--- src/hw/cmcs_params.svh ---
// Constant macros for the configuration master clock selection block
`ifndef CMCS_PARAMS_SVH
`define CMCS_PARAMS_SVH

// ----------------------------------------------------------------------------
// Frequency selection codes (nominal MHz in the name)
// ----------------------------------------------------------------------------
`define CMCS_CODE_2M5      4'h0
`define CMCS_CODE_4M3      4'h1
`define CMCS_CODE_5M4      4'h2
`define CMCS_CODE_6M9      4'h3
`define CMCS_CODE_8M1      4'h4
`define CMCS_CODE_9M2      4'h5
`define CMCS_CODE_10M      4'h6
`define CMCS_CODE_13M      4'h7
`define CMCS_CODE_15M      4'h8
`define CMCS_CODE_20M      4'h9
`define CMCS_CODE_26M      4'hA
`define CMCS_CODE_33M      4'hB
`define CMCS_CODE_HW_3M1   4'hC
`define CMCS_CODE_SW_DFLT  `CMCS_CODE_2M5
`define CMCS_CODE_MAX_ENC  `CMCS_CODE_15M
`define CMCS_CODE_MAX_PLN  `CMCS_CODE_33M

// ----------------------------------------------------------------------------
// Half-period lengths in system clock cycles (scaled model of the oscillator)
// ----------------------------------------------------------------------------
`define CMCS_HALF_2M5      5'h10
`define CMCS_HALF_3M1      5'h0D
`define CMCS_HALF_4M3      5'h09
`define CMCS_HALF_5M4      5'h07
`define CMCS_HALF_6M9      5'h06
`define CMCS_HALF_8M1      5'h05
`define CMCS_HALF_9M2      5'h04
`define CMCS_HALF_10M      5'h04
`define CMCS_HALF_13M      5'h03
`define CMCS_HALF_15M      5'h03
`define CMCS_HALF_20M      5'h02
`define CMCS_HALF_26M      5'h02
`define CMCS_HALF_33M      5'h01
`define CMCS_CNT_ONE       5'h01
`define CMCS_CNT_ZERO      5'h00

// ----------------------------------------------------------------------------
// Port selection and reset values
// ----------------------------------------------------------------------------
`define CMCS_PORT_NONE     2'h0
`define CMCS_RST_LOW       1'h0

`endif

--- src/hw/cmcs_pkg.sv ---
// Types and helper functions for the configuration master clock selection block
`include "cmcs_params.svh"

package cmcs_pkg;

    typedef logic [3:0] cmcs_code_t;
    typedef logic [4:0] cmcs_cnt_t;
    typedef logic [1:0] cmcs_port_t;

    // ------------------------------------------------------------------------
    // Configuration cycle states
    // ------------------------------------------------------------------------
    typedef enum logic [2:0] {
        CMCS_IDLE   = 3'h1,
        CMCS_LOCKED = 3'h2,
        CMCS_DONE   = 3'h4
    } cmcs_state_e;

    // Half-period length for a selection code
    function automatic cmcs_cnt_t cmcs_half(input cmcs_code_t code);
        case (code)
            `CMCS_CODE_2M5:    cmcs_half = `CMCS_HALF_2M5;
            `CMCS_CODE_4M3:    cmcs_half = `CMCS_HALF_4M3;
            `CMCS_CODE_5M4:    cmcs_half = `CMCS_HALF_5M4;
            `CMCS_CODE_6M9:    cmcs_half = `CMCS_HALF_6M9;
            `CMCS_CODE_8M1:    cmcs_half = `CMCS_HALF_8M1;
            `CMCS_CODE_9M2:    cmcs_half = `CMCS_HALF_9M2;
            `CMCS_CODE_10M:    cmcs_half = `CMCS_HALF_10M;
            `CMCS_CODE_13M:    cmcs_half = `CMCS_HALF_13M;
            `CMCS_CODE_15M:    cmcs_half = `CMCS_HALF_15M;
            `CMCS_CODE_20M:    cmcs_half = `CMCS_HALF_20M;
            `CMCS_CODE_26M:    cmcs_half = `CMCS_HALF_26M;
            `CMCS_CODE_33M:    cmcs_half = `CMCS_HALF_33M;
            default:           cmcs_half = `CMCS_HALF_3M1;
        endcase
    endfunction : cmcs_half

    // Whether a requested code may be taken under the encryption setting
    function automatic logic cmcs_code_ok(input cmcs_code_t code, input logic encrypted);
        if (encrypted) begin
            cmcs_code_ok = (code <= `CMCS_CODE_MAX_ENC);
        end else begin
            cmcs_code_ok = (code <= `CMCS_CODE_MAX_PLN);
        end
    endfunction : cmcs_code_ok

endpackage : cmcs_pkg

--- src/hw/cmcs_div_if.sv ---
// Interface between the selection control and the clock divider
interface cmcs_div_if;
    import cmcs_pkg::*;

    cmcs_code_t req_code;
    logic       user_en;
    logic       mclk;
    logic       user_clk;
    cmcs_code_t cur_code;

    modport ctrl (
        output req_code,
        output user_en,
        input  mclk,
        input  user_clk,
        input  cur_code
    );

    modport div (
        input  req_code,
        input  user_en,
        output mclk,
        output user_clk,
        output cur_code
    );
endinterface : cmcs_div_if

--- src/hw/cmcs_divider.sv ---
// Free-running oscillator divider that changes rate only at period boundaries
`include "cmcs_params.svh"

module cmcs_divider
    import cmcs_pkg::*;
(
    input  wire logic CLK_SYS,
    input  wire logic RESETN,
    cmcs_div_if.div   dv
);

    cmcs_cnt_t  cnt_r,   cnt_nxt;
    logic       clk_r,   clk_nxt;
    logic       usr_r,   usr_nxt;
    logic       uen_r,   uen_nxt;
    cmcs_code_t code_r,  code_nxt;

    // ------------------------------------------------------------------------
    // Next state: a new rate or user gate is taken only when a low phase ends,
    // so no high or low phase is ever cut short
    // ------------------------------------------------------------------------
    always_comb begin
        cnt_nxt  = cnt_r - `CMCS_CNT_ONE;
        clk_nxt  = clk_r;
        code_nxt = code_r;
        uen_nxt  = uen_r;
        if (cnt_r == `CMCS_CNT_ONE) begin
            clk_nxt = ~clk_r;
            if (!clk_r) begin
                code_nxt = dv.req_code;
                uen_nxt  = dv.user_en;                   // Gate changes on period edge
                cnt_nxt  = cmcs_half(dv.req_code);
            end else begin
                cnt_nxt  = cmcs_half(code_r);
            end
        end
        usr_nxt = clk_nxt & uen_nxt;
    end

    // Registers; never stops, whatever the configuration state
    always_ff @(posedge CLK_SYS or negedge RESETN) begin
        if (!RESETN) begin
            cnt_r  <= `CMCS_HALF_3M1;
            clk_r  <= `CMCS_RST_LOW;
            usr_r  <= `CMCS_RST_LOW;
            uen_r  <= `CMCS_RST_LOW;
            code_r <= `CMCS_CODE_HW_3M1;
        end else begin
            cnt_r  <= cnt_nxt;
            clk_r  <= clk_nxt;
            usr_r  <= usr_nxt;
            uen_r  <= uen_nxt;
            code_r <= code_nxt;
        end
    end

    assign dv.mclk     = clk_r;
    assign dv.user_clk = usr_r;
    assign dv.cur_code = code_r;

endmodule : cmcs_divider

--- src/hw/cmcs_top.sv ---
// Configuration master clock selection and configuration port hold logic

// How it works
// The master clock is a divided copy of the system clock that stands in
// for the free-running oscillator; it counts from the end of reset and
// no input can stop it.
// Clock bits from the bitstream only stage a new rate. The divider takes
// the staged rate at the end of a low phase, so a rate change never cuts
// a high or low phase short.
// The configuration port is latched on the synchronised start edge and
// held until the done strobe; pins and starts are ignored meanwhile.
// A scan port activation is remembered until the next power-up reset.
// Limitation: a code outside the table, or too fast for encryption, is
// refused and flagged, never clipped to the nearest legal rate.

`include "cmcs_params.svh"

module cmcs_top
    import cmcs_pkg::*;
(
    input  wire logic       CLK_SYS,
    input  wire logic       RESETN,
    input  wire logic [1:0] CFG_PORT_PINS,
    input  wire logic       CFG_START_PIN,
    input  wire logic       CFG_DONE,
    input  wire logic       CLK_BITS_VALID,
    input  wire logic [3:0] CLK_BITS_CODE,
    input  wire logic       ENCRYPT_EN,
    input  wire logic       TAP_ACTIVATE,
    input  wire logic       USER_OSC_EN,
    output logic            CONFIG_MASTER_CLOCK,
    output logic            USER_OSC_CLK,
    output logic [3:0]      CLOCK_CODE,
    output logic            CLOCK_CODE_REJECT,
    output logic [1:0]      ACTIVE_PORT,
    output logic            PORT_HELD,
    output logic            TAP_ACTIVE
);

    // ------------------------------------------------------------------------
    // Pin synchronisers
    // ------------------------------------------------------------------------
    cmcs_port_t  port_s1_r, port_s2_r;
    logic        start_s1_r, start_s2_r;

    // Two flops per pin; only the second stage feeds any logic
    always_ff @(posedge CLK_SYS or negedge RESETN) begin
        if (!RESETN) begin
            port_s1_r  <= `CMCS_PORT_NONE;
            port_s2_r  <= `CMCS_PORT_NONE;
            start_s1_r <= `CMCS_RST_LOW;
            start_s2_r <= `CMCS_RST_LOW;
        end else begin
            port_s1_r  <= CFG_PORT_PINS;
            port_s2_r  <= port_s1_r;
            start_s1_r <= CFG_START_PIN;
            start_s2_r <= start_s1_r;
        end
    end

    // ------------------------------------------------------------------------
    // Start edge detector
    // ------------------------------------------------------------------------
    logic        start_d_r;
    logic        start_rise;

    // Delay of the synchronised start; it resets low like the idle pin,
    // so no false start edge follows a reset
    always_ff @(posedge CLK_SYS or negedge RESETN) begin
        if (!RESETN) begin
            start_d_r <= `CMCS_RST_LOW;
        end else begin
            start_d_r <= start_s2_r;
        end
    end

    // One-cycle strobe on the rising edge of the start pin
    assign start_rise = start_s2_r & ~start_d_r;

    // ------------------------------------------------------------------------
    // Configuration port hold
    // ------------------------------------------------------------------------
    cmcs_state_e state_r, state_nxt;
    cmcs_port_t  port_r,  port_nxt;
    logic        held_r,  held_nxt;

    // Port pins are ignored while a cycle is running, so a pin glitch cannot
    // move configuration to another port halfway through
    always_comb begin
        state_nxt = state_r;
        port_nxt  = port_r;
        held_nxt  = held_r;
        case (state_r)
            CMCS_IDLE, CMCS_DONE: begin
                if (start_rise) begin
                    state_nxt = CMCS_LOCKED;
                    port_nxt  = port_s2_r;
                    held_nxt  = 1'h1;
                end
            end
            CMCS_LOCKED: begin
                // Start edges and pin changes are ignored until done
                if (CFG_DONE) begin
                    state_nxt = CMCS_DONE;
                    held_nxt  = 1'h0;
                end
            end
            default: begin
                // Illegal encodings recover to idle with no port held
                state_nxt = CMCS_IDLE;
                port_nxt  = `CMCS_PORT_NONE;
                held_nxt  = 1'h0;
            end
        endcase
    end

    // Port hold registers
    always_ff @(posedge CLK_SYS or negedge RESETN) begin
        if (!RESETN) begin
            state_r <= CMCS_IDLE;
            port_r  <= `CMCS_PORT_NONE;
            held_r  <= `CMCS_RST_LOW;
        end else begin
            state_r <= state_nxt;
            port_r  <= port_nxt;
            held_r  <= held_nxt;
        end
    end

    // ------------------------------------------------------------------------
    // Boundary-scan activation
    // ------------------------------------------------------------------------
    logic        tap_r,   tap_nxt;

    // Sticky once the scan port is opened; only a power-up reset clears it,
    // so a later configuration cycle cannot take the port away
    always_comb begin
        tap_nxt = tap_r | TAP_ACTIVATE;
    end

    // Scan activation register
    always_ff @(posedge CLK_SYS or negedge RESETN) begin
        if (!RESETN) begin
            tap_r <= `CMCS_RST_LOW;
        end else begin
            tap_r <= tap_nxt;
        end
    end

    // ------------------------------------------------------------------------
    // Frequency choice from the bitstream
    // ------------------------------------------------------------------------
    // Staged code resets to the hardware default rate
    cmcs_code_t req_r, req_nxt;
    logic       rej_r, rej_nxt;
    logic       code_ok;

    // Out-of-set or too-fast codes keep the current rate; the source is meant
    // never to send them, so a reject only flags a bad bitstream
    always_comb begin
        code_ok = cmcs_code_ok(CLK_BITS_CODE, ENCRYPT_EN);
        req_nxt = req_r;
        rej_nxt = rej_r;
        if (CLK_BITS_VALID) begin
            if (code_ok) begin
                req_nxt = CLK_BITS_CODE;
                rej_nxt = 1'h0;
            end else begin
                rej_nxt = 1'h1;
            end
        end
    end

    // Choice registers
    always_ff @(posedge CLK_SYS or negedge RESETN) begin
        if (!RESETN) begin
            req_r <= `CMCS_CODE_HW_3M1;
            rej_r <= `CMCS_RST_LOW;
        end else begin
            req_r <= req_nxt;
            rej_r <= rej_nxt;
        end
    end

    // ------------------------------------------------------------------------
    // Divider
    // ------------------------------------------------------------------------
    cmcs_div_if div_bus ();

    // Staged rate and user gate; the divider takes both at a period edge
    assign div_bus.req_code = req_r;
    assign div_bus.user_en  = USER_OSC_EN;

    // Divider runs from the end of reset on; nothing here can stop it
    cmcs_divider u_div (
        .CLK_SYS (CLK_SYS),
        .RESETN  (RESETN),
        .dv      (div_bus.div)
    );

    // ------------------------------------------------------------------------
    // Outputs, all from flops
    // ------------------------------------------------------------------------
    // Clock side, straight from the divider registers
    assign CONFIG_MASTER_CLOCK = div_bus.mclk;
    assign USER_OSC_CLK        = div_bus.user_clk;
    assign CLOCK_CODE          = div_bus.cur_code;

    // Status side
    assign CLOCK_CODE_REJECT   = rej_r;
    assign ACTIVE_PORT         = port_r;
    assign PORT_HELD           = held_r;
    assign TAP_ACTIVE          = tap_r;

endmodule : cmcs_top

--- config.mk ---
export PLATFORM = sky130hd
export DESIGN_NAME = cmcs_top
export DESIGN_NICKNAME = d
export VERILOG_FILES = /design/src/hw/cmcs_pkg.sv /design/src/hw/cmcs_div_if.sv /design/src/hw/cmcs_divider.sv /design/src/hw/cmcs_top.sv
export VERILOG_INCLUDE_DIRS = /design/src /design/src/hw
export SDC_FILE = /design/constraint.sdc
export NUM_CORES = 1
export LEC_CHECK = 0
export ABC_AREA = 1
export BUFFER_PORTS_ARGS = -buffer_cell sky130_fd_sc_hd__clkbuf_2
export CAP_MARGIN = 15
export CORE_MARGIN = 2
export CORE_UTILIZATION = 58
export CTS_BUF_LIST = sky130_fd_sc_hd__clkbuf_8
export DETAILED_ROUTE_END_ITERATION = 10
export GPL_TIMING_DRIVEN = 0
export PLACE_DENSITY_LB_ADDON = 0.25
export SYNTH_ARGS = -nofsm -noshare
export SYNTH_HDL_FRONTEND = slang
export SYNTH_HIERARCHICAL = 1
export SYNTH_SLANG_ARGS = --single-unit
--- constraint.sdc ---
create_clock -name CLK_SYS -period 1.7 [get_ports CLK_SYS]
set_input_delay 0.17 -clock CLK_SYS [delete_from_list [all_inputs] [get_ports CLK_SYS]]
set_output_delay 0.17 -clock CLK_SYS [all_outputs]
set_load 0.01 [all_outputs]
==> impl_metrics.env, run 1 <==
export IMPL_pin_count=25
export IMPL_fin_tns_setup_ns=0
export IMPL_finalHoldViolCount=0
export IMPL_routed_wl_um=3120
export IMPL_num_rows=18
export IMPL_rr_worst_depth=9
export IMPL_mappedNetlistNets=210
export IMPL_drt_iter0_drc=61
export IMPL_whs_path_depth=2
export IMPL_final_common_cell="nand2_1"
export IMPL_slew_viol_final=0
export IMPL_cts_resized=0
export IMPL_die_area_um2=3150
export IMPL_skew_ns=0.00207
export IMPL_ant_nets=0
export IMPL_start_util_pct=62.5
export IMPL_cp_data_required_time_ns=1.93
export IMPL_status="finished clean"
export IMPL_antenna_cells=0
export IMPL_worst_slew_pin_slew_ns=0.718
export IMPL_grt_pass1_wl_um=5440
export IMPL_fp_coreArea_um2=2520
export IMPL_place_area_um2=1730
export IMPL_rsz0062_at_grt="false"
export IMPL_cts_root_buf="clkbuf_8"
export IMPL_grt_pass1_vias=1243
export IMPL_portBuffers=24
export IMPL_synth_area_per_cell_um2=8.48
export IMPL_clockBufferDepth=2
export IMPL_grtUsageTotal_pct=22.7
export IMPL_clock_fmax_ghz=0.684
export IMPL_cts_buffers=5
export IMPL_final_period_utilization_pct=86.0
export IMPL_vdd_drop_max_mv=1.22
export IMPL_multiInputGateArea_um2=726
export IMPL_yosysWarnings=6
export IMPL_cts_setup_buffers=0
export IMPL_overflow=0
export IMPL_power_mw=3.11
export IMPL_cp_max_fo=6
export IMPL_setup_slack_ns=0.237
export IMPL_cts_tree="built"
export IMPL_final_area_um2=1880
export IMPL_drc=0
export IMPL_worstHoldPathType="in2reg"
export IMPL_crit_arrival_ns=1.69
export IMPL_nets=245
export IMPL_synth_seq_area_share_pct=48.3
export IMPL_cp_end_kind="register"
export IMPL_place_ws_ns=0.300
export IMPL_drt_pre_antenna_iters=4
export IMPL_die_width_um=56.1
export IMPL_fillers=192
export IMPL_cts_sinks=30
export IMPL_vias=1316
export IMPL_antenna_found_initial=0
export IMPL_cts_max_level=2
export IMPL_setup_viol=0
export IMPL_syn_to_final_growth_pct=19.5
export IMPL_p_leak_nw=1.00
export IMPL_dpl_hpwl_um=2230
export IMPL_fin_crit_ns=1.46
export IMPL_cts_clk_slew_worst_paths_ns=0.06
export IMPL_synth_seq_cells=30
export IMPL_fin_util_pct=74.7
export IMPL_gp_congestion=0.870
export IMPL_relSlewSlack_pct=52.1
export IMPL_wire_per_inst_um=12.4
export IMPL_layout_drive_gt1_share_pct=28.8
export IMPL_netlist_instances=186
export IMPL_die_height_um=56.1
export IMPL_cap_violations=0
export IMPL_synth_cell_area_um2=1580
export IMPL_power_density_nw_per_um2=1650
export IMPL_clk_latency_ns=0.28
export IMPL_crit_type="reg2reg"
export IMPL_synthDistinctLibCells=18
export IMPL_postCtsHoldBufs=4
export IMPL_critical_path_startpoint_type="register"
export IMPL_viasPerCell=5.22
export IMPL_grt_max_degree=31
export IMPL_layout_common_cells="58 x nand2_1, 24 x clkbuf_2, 22 x dfrtp_1"
export IMPL_ff_latch_area_um2=761
## synthesized netlist by cell type
cell	number	area share (%)
a21boi_1	1	0.48
a21oi_1	3	0.95
dfrtp_1	22	35
dfstp_2	8	13
ha_1	10	7.9
inv_1	21	5.0
inv_2	3	0.71
nand2_1	58	14
nand2_2	9	3.6
nand2_4	2	1.4
nand3_1	16	5.1
nand3b_1	4	1.9
nand4_1	3	1.2
nor2_1	8	1.9
nor2_2	4	1.6
nor2_4	4	2.9
o21ai_0	8	2.5
or2_2	2	0.79
## power breakdown
| part | switching [mW] | internal (mW) | leakage (nW) |
|---|---|---|---|
| combinational | 0.771 | 0.475 | 0.596 |
| clock | 0.255 | 0.408 | 0.0575 |
| sequential | 0.218 | 0.984 | 0.350 |
| total | 1.24 | 1.87 | 1.00 |
## through the flow
stage | hold WS (ns) | instances
floorplan | -0.126 | 186
global placement | 0.239 | 240
detailed placement | 0.248 | 240
CTS | 0.0681 | 252
global route | 0.0660 | 252
finish | 0.0737 | 252
## area by class of cell
cell class	count	share of cell area [%]
Sequential cell	30	40.4
Multi-Input combinational cell	132	38.5
Timing Repair Buffer	28	8.50
Clock buffer	8	5.84
Inverter	24	4.78
Tap cell	30	1.99
## metal layers
| layer | vias up | global-route usage [%] | part of all wire [%] |
|---|---|---|---|
| li1 | 651 | - | - |
| met1 | 630 | 25.7 | 41 |
| met2 | 27 | 38.2 | 52 |
| met3 | 8 | 8.14 | 3.9 |
| met4 | 0 | 10.5 | 2.6 |
| met5 | - | 0 | 0 |
## flip-flops by register name, indices dropped and copies added, names as in the netlist
| name | count |
|---|---|
| port_s1_r | 2 |
| start_s2_r | 1 |
| port_s2_r | 2 |
| state_r | 2 |
| TAP_ACTIVE | 1 |
| div_bus.req_code | 4 |
| u_div/dv.mclk | 1 |
| u_div/dv.user_clk | 1 |
| PORT_HELD | 1 |
| ACTIVE_PORT | 2 |
| u_div/cnt_r | 5 |
| u_div/uen_r | 1 |
| u_div/dv.cur_code | 4 |
| CLOCK_CODE_REJECT | 1 |
| start_d_r | 1 |
| start_s1_r | 1 |
## critical path: stages (launching register included)
cell     delay [ns]
dfstp_2        0.53
ha_1           0.17
inv_1          0.06
nor2_2         0.09
nand2_2        0.13
nor2_4         0.15
nand2_1        0.10
nand2_2        0.10
nand2_2        0.05
inv_2          0.04
## kinds of logic after synthesis
family                     Yosys count  share of synthesized area (%)
and+or+nand+nor                    110                           34.1
DFF                                 30                           48.3
buffers and inverters               24                           5.71
AOI/OAI and AO/OA                   12                           3.97
adders and majority gates           10                           7.94
## worst paths after layout
path	start	endpoint	slack [ns]
worst min-delay path	TAP_ACTIVATE	TAP_ACTIVE	0.07
max in group asynchronous	RESETN	div_bus.req_code[0]	0.77
worst max register to register	u_div/cnt_r[0]	u_div/dv.user_clk	0.24
min in group asynchronous	RESETN	port_s2_r[1]	0.48
worst max-delay path	u_div/cnt_r[0]	u_div/dv.user_clk	0.24
worst min register to register	port_s1_r[1]	port_s2_r[1]	0.35
Note: power is estimated with default switching activity, not from simulation.
==> inputs of run 2 (changes only) <==
CORE_ASPECT_RATIO = 1.25   (was unset)
SKIP_CTS_REPAIR_TIMING = 1   (was unset)
==> impl_metrics.env, run 2 (synthesized netlist as in run 1, its figures left out) <==
export IMPL_layout_common_cells="58 x nand2_1, 24 x clkbuf_2, 22 x dfrtp_1"
export IMPL_setup_viol=0
export IMPL_layout_drive_gt1_share_pct=29.0
export IMPL_grt_pass1_wl_um=5090
export IMPL_cts_clk_slew_worst_paths_ns=0.06
export IMPL_relSlewSlack_pct=52.0
export IMPL_drt_pre_antenna_iters=4
export IMPL_rsz0062_at_grt="false"
export IMPL_num_rows=21
export IMPL_gp_congestion=0.863
export IMPL_fin_tns_setup_ns=0
export IMPL_die_area_um2=3150
export IMPL_fillers=206
export IMPL_nets=244
export IMPL_start_util_pct=60.0
export IMPL_status="finished, violations left"
export IMPL_viasPerCell=5.11
export IMPL_slew_viol_final=0
export IMPL_cts_buffers=5
export IMPL_vdd_drop_max_mv=1.15
export IMPL_clk_latency_ns=0.28
export IMPL_antenna_cells=0
export IMPL_crit_arrival_ns=1.59
export IMPL_grtUsageTotal_pct=21.8
export IMPL_cts_tree="built"
export IMPL_skew_ns=0.00243
export IMPL_crit_path_frequent_cell="nand2_1"
export IMPL_pin_count=25
export IMPL_worstHoldPathType="in2async"
export IMPL_wire_per_inst_um=11.8
export IMPL_worst_path_largest_cell_delay_ns=0.37
export IMPL_dpl_hpwl_um=2270
export IMPL_fin_util_pct=71.0
export IMPL_die_width_um=50.6
export IMPL_cts_max_level=2
export IMPL_grt_pass1_vias=1249
export IMPL_overflow=0
export IMPL_fp_coreArea_um2=2630
export IMPL_ant_nets=0
export IMPL_die_height_um=62.3
export IMPL_final_period_utilization_pct=84.1
export IMPL_portBuffers=24
export IMPL_power_density_nw_per_um2=1620
export IMPL_final_common_cell="nand2_1"
export IMPL_cp_end_kind="register"
export IMPL_drt_iter0_drc=25
export IMPL_crit_type="reg2reg"
export IMPL_clock_fmax_ghz=0.699
export IMPL_regMostFlops="u_div/cnt_r"
export IMPL_critical_path_startpoint_type="register"
export IMPL_worst_slew_pin_slew_ns=0.720
export IMPL_finalHoldViolCount=22
export IMPL_clockBufferDepth=2
export IMPL_critPathSlowestCell="dfstp_2"
export IMPL_cp_max_fo=4
export IMPL_syn_to_final_growth_pct=18.3
export IMPL_whs_ns=-0.0634
export IMPL_cp_cell_sequence="inv_1 -> ha_1 -> inv_1 -> nor2_1 -> nand2_1 -> nand2_1 -> nand2_1 -> nand3b_1"
export IMPL_cp_top_family="simple AND/OR/NAND/NOR gates"
export IMPL_p_leak_nw=0.989
export IMPL_largest_reg_flops=5
export IMPL_cp_data_required_time_ns=1.86
export IMPL_grt_max_degree=31
export IMPL_cts_root_buf="clkbuf_8"
export IMPL_cap_violations=0
export IMPL_antenna_found_initial=0
export IMPL_cts_sinks=30
export IMPL_violations="hold timing"
export IMPL_drc=0
export IMPL_routed_wl_um=3020
export IMPL_vias=1302
export IMPL_fin_crit_ns=1.43
export IMPL_crit_buf_inv=2
-- run 2: layer usage --
metal | track usage (%) | part of all wire (%) | routed length, um | up-vias
met5 | 0 | 0 | 0 | -
met4 | 11.1 | 3.0 | 91 | 0
met2 | 37.5 | 53 | 1600 | 43
met1 | 23.1 | 38 | 1140 | 598
met3 | 7.45 | 6.1 | 185 | 13
li1 | - | - | - | 648
-- run 2: cell type report --
| type | count | area [um2] | area share [%] |
|---|---|---|---|
| repair buffers | 27 | 150 | 8.05 |
| clock buffers | 6 | 82.6 | 4.43 |
| clock inverters | 2 | 12.5 | 0.671 |
| well taps | 34 | 42.5 | 2.28 |
| flip-flops and latches | 30 | 761 | 40.8 |
| multi-input cells | 132 | 726 | 38.9 |
| inverters | 24 | 90.1 | 4.83 |
-- run 2: through the flow --
| step | hold WS, ns | setup slack, ns | cells | power [mW] | cell area (um2) |
|---|---|---|---|---|---|
| 2_1_floorplan | -0.126 | 0.410 | 186 | 2.08 | 1580 |
| 3_3_place_gp | 0.243 | 0.326 | 244 | 2.33 | 1740 |
| 3_5_place_dp | 0.260 | 0.297 | 244 | 2.43 | 1740 |
| 4_1_cts | -0.0442 | 0.273 | 252 | 3.03 | 1830 |
| 5_1_grt | 0.00236 | 0.162 | 255 | 3.26 | 1860 |
| 6_report | -0.0634 | 0.270 | 255 | 3.01 | 1860 |
-- run 2: where the power goes --
part	leakage, nW	internal (mW)	switching (mW)	total [mW]
Combinational	0.592	0.473	0.761	1.23
Clock	0.0472	0.324	0.255	0.580
Sequential	0.350	0.984	0.217	1.20
-- run 2: path summary, 6_finish.rpt --
path                           startpoint                   end  slack [ns]  cells after the start
setup / recovery           u_div/cnt_r[0]        u_div/cnt_r[4]        0.27                      8
hold / removal                     RESETN  u_div/dv.cur_code[0]       -0.06                      1
setup reg to reg           u_div/cnt_r[0]        u_div/cnt_r[4]        0.27                      8
hold reg to reg                start_s1_r            start_s2_r        0.36                      0
max in group asynchronous          RESETN        u_div/cnt_r[1]        1.30                      1
min in group CLK_SYS         TAP_ACTIVATE            TAP_ACTIVE        0.08                      2
-- run 2: worst reg2reg max path: stages, from the launching register on --
cell	delay [ns]
dfstp_2	0.37
inv_1	0.12
ha_1	0.20
inv_1	0.06
nor2_1	0.20
nand2_1	0.10
nand2_1	0.07
nand2_1	0.04
nand3b_1	0.15
==> inputs of run 3 (changes only) <==
ABC_AREA = 0   (was 1)
clock period = 1.4 ns   (was 1.7 ns; I/O delays follow)
==> impl_metrics.env, run 3 <==
export IMPL_cap_violations=0
export IMPL_clockBufferDepth=2
export IMPL_synth_most_common_cell="dfrtp_1"
export IMPL_fin_crit_ns=1.58
export IMPL_grtUsageTotal_pct=20.4
export IMPL_ff_latch_area_um2=763
export IMPL_layout_drive_gt1_share_pct=39.0
export IMPL_violations="setup timing"
export IMPL_multiInputGateArea_um2=782
export IMPL_cp_end_kind="register"
export IMPL_cp_cell_sequence="ha_4 -> nor4b_4 -> and2b_1 -> buf_6 -> mux2_4"
export IMPL_whs_ns=0.0507
export IMPL_setup_viol=12
export IMPL_gp_congestion=0.754
export IMPL_regMostFlops="u_div/cnt_r"
export IMPL_cts_clk_slew_worst_paths_ns=0.06
export IMPL_synth_async_reset_ratio_pct=100
export IMPL_grt_pass1_vias=1069
export IMPL_antenna_cells=0
export IMPL_netlist_instances=142
export IMPL_layout_common_cells="25 x clkbuf_2, 20 x dfrtp_1, 9 x inv_1, 9 x ha_1, 8 x dfstp_2"
export IMPL_status="finished, violations left"
export IMPL_relSlewSlack_pct=53.3
export IMPL_power_mw=3.59
export IMPL_cts_root_buf="clkbuf_8"
export IMPL_overflow=0
export IMPL_critical_path_startpoint_type="register"
export IMPL_yosys_most_used_dff="dfrtp_1"
export IMPL_synth_area_per_cell_um2=11.0
export IMPL_vias=1135
export IMPL_p_leak_nw=0.927
export IMPL_die_height_um=62.2
export IMPL_cp_max_fo=4
export IMPL_cts_sinks=30
export IMPL_yosysWarnings=6
export IMPL_vdd_drop_max_mv=1.02
export IMPL_portBuffers=24
export IMPL_r2r_start="u_div/cnt_r[0]"
export IMPL_synth_area_leaders="dfrtp_1 35%, dfstp_2 13%, ha_1 8.0%, mux2_4 3.8%, xor2_1 2.8%"
export IMPL_final_period_utilization_pct=113
export IMPL_nets=205
export IMPL_synth_cell_area_um2=1570
export IMPL_start_util_pct=59.7
export IMPL_dpl_hpwl_um=1980
export IMPL_largest_reg_flops=5
export IMPL_crit_start="u_div/cnt_r[0]"
export IMPL_synthDistinctLibCells=42
export IMPL_clk_latency_ns=0.28
export IMPL_die_area_um2=3140
export IMPL_grt_pass1_wl_um=4740
export IMPL_final_common_cell="clkbuf_2"
export IMPL_synth_edf_count=0
export IMPL_fillers=193
export IMPL_wire_per_inst_um=13.8
export IMPL_cts_max_level=2
export IMPL_synth_seq_area_share_pct=48.5
export IMPL_drc=0
export IMPL_slew_viol_final=0
export IMPL_synthTopCellsByCount="22 x dfrtp_1, 10 x ha_1, 10 x nand2_1"
export IMPL_cts_buffers=5
export IMPL_critPathSlowestCell="dfstp_2"
export IMPL_setup_slack_ns=-0.177
export IMPL_syn_to_final_growth_pct=25.3
export IMPL_routed_wl_um=2970
export IMPL_power_density_nw_per_um2=1820
export IMPL_antenna_found_initial=0
export IMPL_synth_seq_cells=30
export IMPL_mappedNetlistNets=166
export IMPL_viasPerCell=5.25
export IMPL_drt_pre_antenna_iters=5
export IMPL_worstHoldPathType="in2reg"
export IMPL_synth_top_area_share_pct=35.1
export IMPL_drt_iter0_drc=12
export IMPL_crit_type="reg2reg"
export IMPL_worst_slew_pin_slew_ns=0.701
export IMPL_min_from="TAP_ACTIVATE"
export IMPL_die_width_um=50.5
export IMPL_cts_tree="built"
export IMPL_pin_count=25
export IMPL_skew_ns=0.00338
export IMPL_fp_coreArea_um2=2630
export IMPL_yosysTopAreaCell="dfrtp_1"
export IMPL_cp_data_required_time_ns=1.61
export IMPL_grt_max_degree=31
export IMPL_clock_fmax_ghz=0.634
export IMPL_finalHoldViolCount=0
export IMPL_worst_path_largest_cell_delay_ns=0.55
export IMPL_ant_nets=0
export IMPL_crit_arrival_ns=1.79
export IMPL_num_rows=21
export IMPL_rsz0062_at_grt="true"
run 3: cell types whose count changed in the layout (fill, tap and decap cells not counted), moves of 4 or more:
cell and delta:
nor2_4 -4, xor2_1 +5, o21ai_0 -7, mux2_4 +6
nand2_1 -51, nor2b_1 +4, inv_1 -12, buf_2 +6
nand2_2 -7, nand3_1 -15, nand2b_1 +6, nor2_2 -4
run 3: cells by family (layout without fill, tap and decap cells):
group | after synthesis | after routing | synth area share (%)
DFF | 30 | 30 | 48.5
xor gates and xnor gates | 5 | 5 | 2.79
buffers and inverters | 17 | 57 | 4.86
and+or+nand+nor | 41 | 41 | 15.2
adders and majority gates | 10 | 10 | 7.97
muxes | 8 | 8 | 6.54
AOI/OAI and AO/OA | 31 | 31 | 14.1
run 3: final cells by class:
cell class | instances | share of cell area, %
Clock inverter | 2 | 0.637
Multi-Input combinational cell | 95 | 39.8
Timing Repair Buffer | 32 | 10.3
Sequential cell | 30 | 38.8
Tap cell | 34 | 2.16
Clock buffer | 6 | 4.20
Buffer | 8 | 2.36
Inverter | 9 | 1.72
run 3: worst paths after layout:
path / endpoint / slack [ns] / cells after the start
worst max-delay path: u_div/dv.cur_code[2] / -0.18 / 5
worst min-delay path: TAP_ACTIVE / 0.05 / 2
worst max register to register: u_div/dv.cur_code[2] / -0.18 / 5
worst min register to register: port_s2_r[0] / 0.35 / 0
max in group asynchronous: u_div/dv.cur_code[0] / 0.47 / 2
min in group asynchronous: PORT_HELD / 0.43 / 2
run 3: report_power, final:
part	switching [mW]	internal, mW
clock network	0.323	0.394
logic	0.756	0.713
registers	0.231	1.17
run 3: through the flow:
step                      utilization, %  TNS, ns  instance area, um2  cells  setup slack, ns
after global routing                74.8    -1.89                1970    216           -0.221
final                               74.8    -1.08                1970    216           -0.177
after floorplan                        -   -0.164                1600    142          -0.0819
after detailed placement            67.1   -0.923                1760    200           -0.207
after global placement              67.1   -0.449                1760    200           -0.158
after CTS                           70.8    -1.06                1860    208           -0.218
run 3: critical path, delay by kind of cell (launching register included):
kind / cells / cell delay (ns)
DFF: 1 / 0.55
and+or+nand+nor: 2 / 0.40
muxes: 1 / 0.30
adders and majority gates: 1 / 0.13
buffers and inverters: 1 / 0.12
run 3: routing by layer:
| layer | track usage [%] | wire (um) | share of wire [%] |
|---|---|---|---|
| met5 | 0 | 0 | 0 |
| met4 | 11.5 | 65 | 2.2 |
| met3 | 6.73 | 119 | 4.0 |
| met1 | 24.0 | 1290 | 43 |
| met2 | 32.2 | 1500 | 51 |
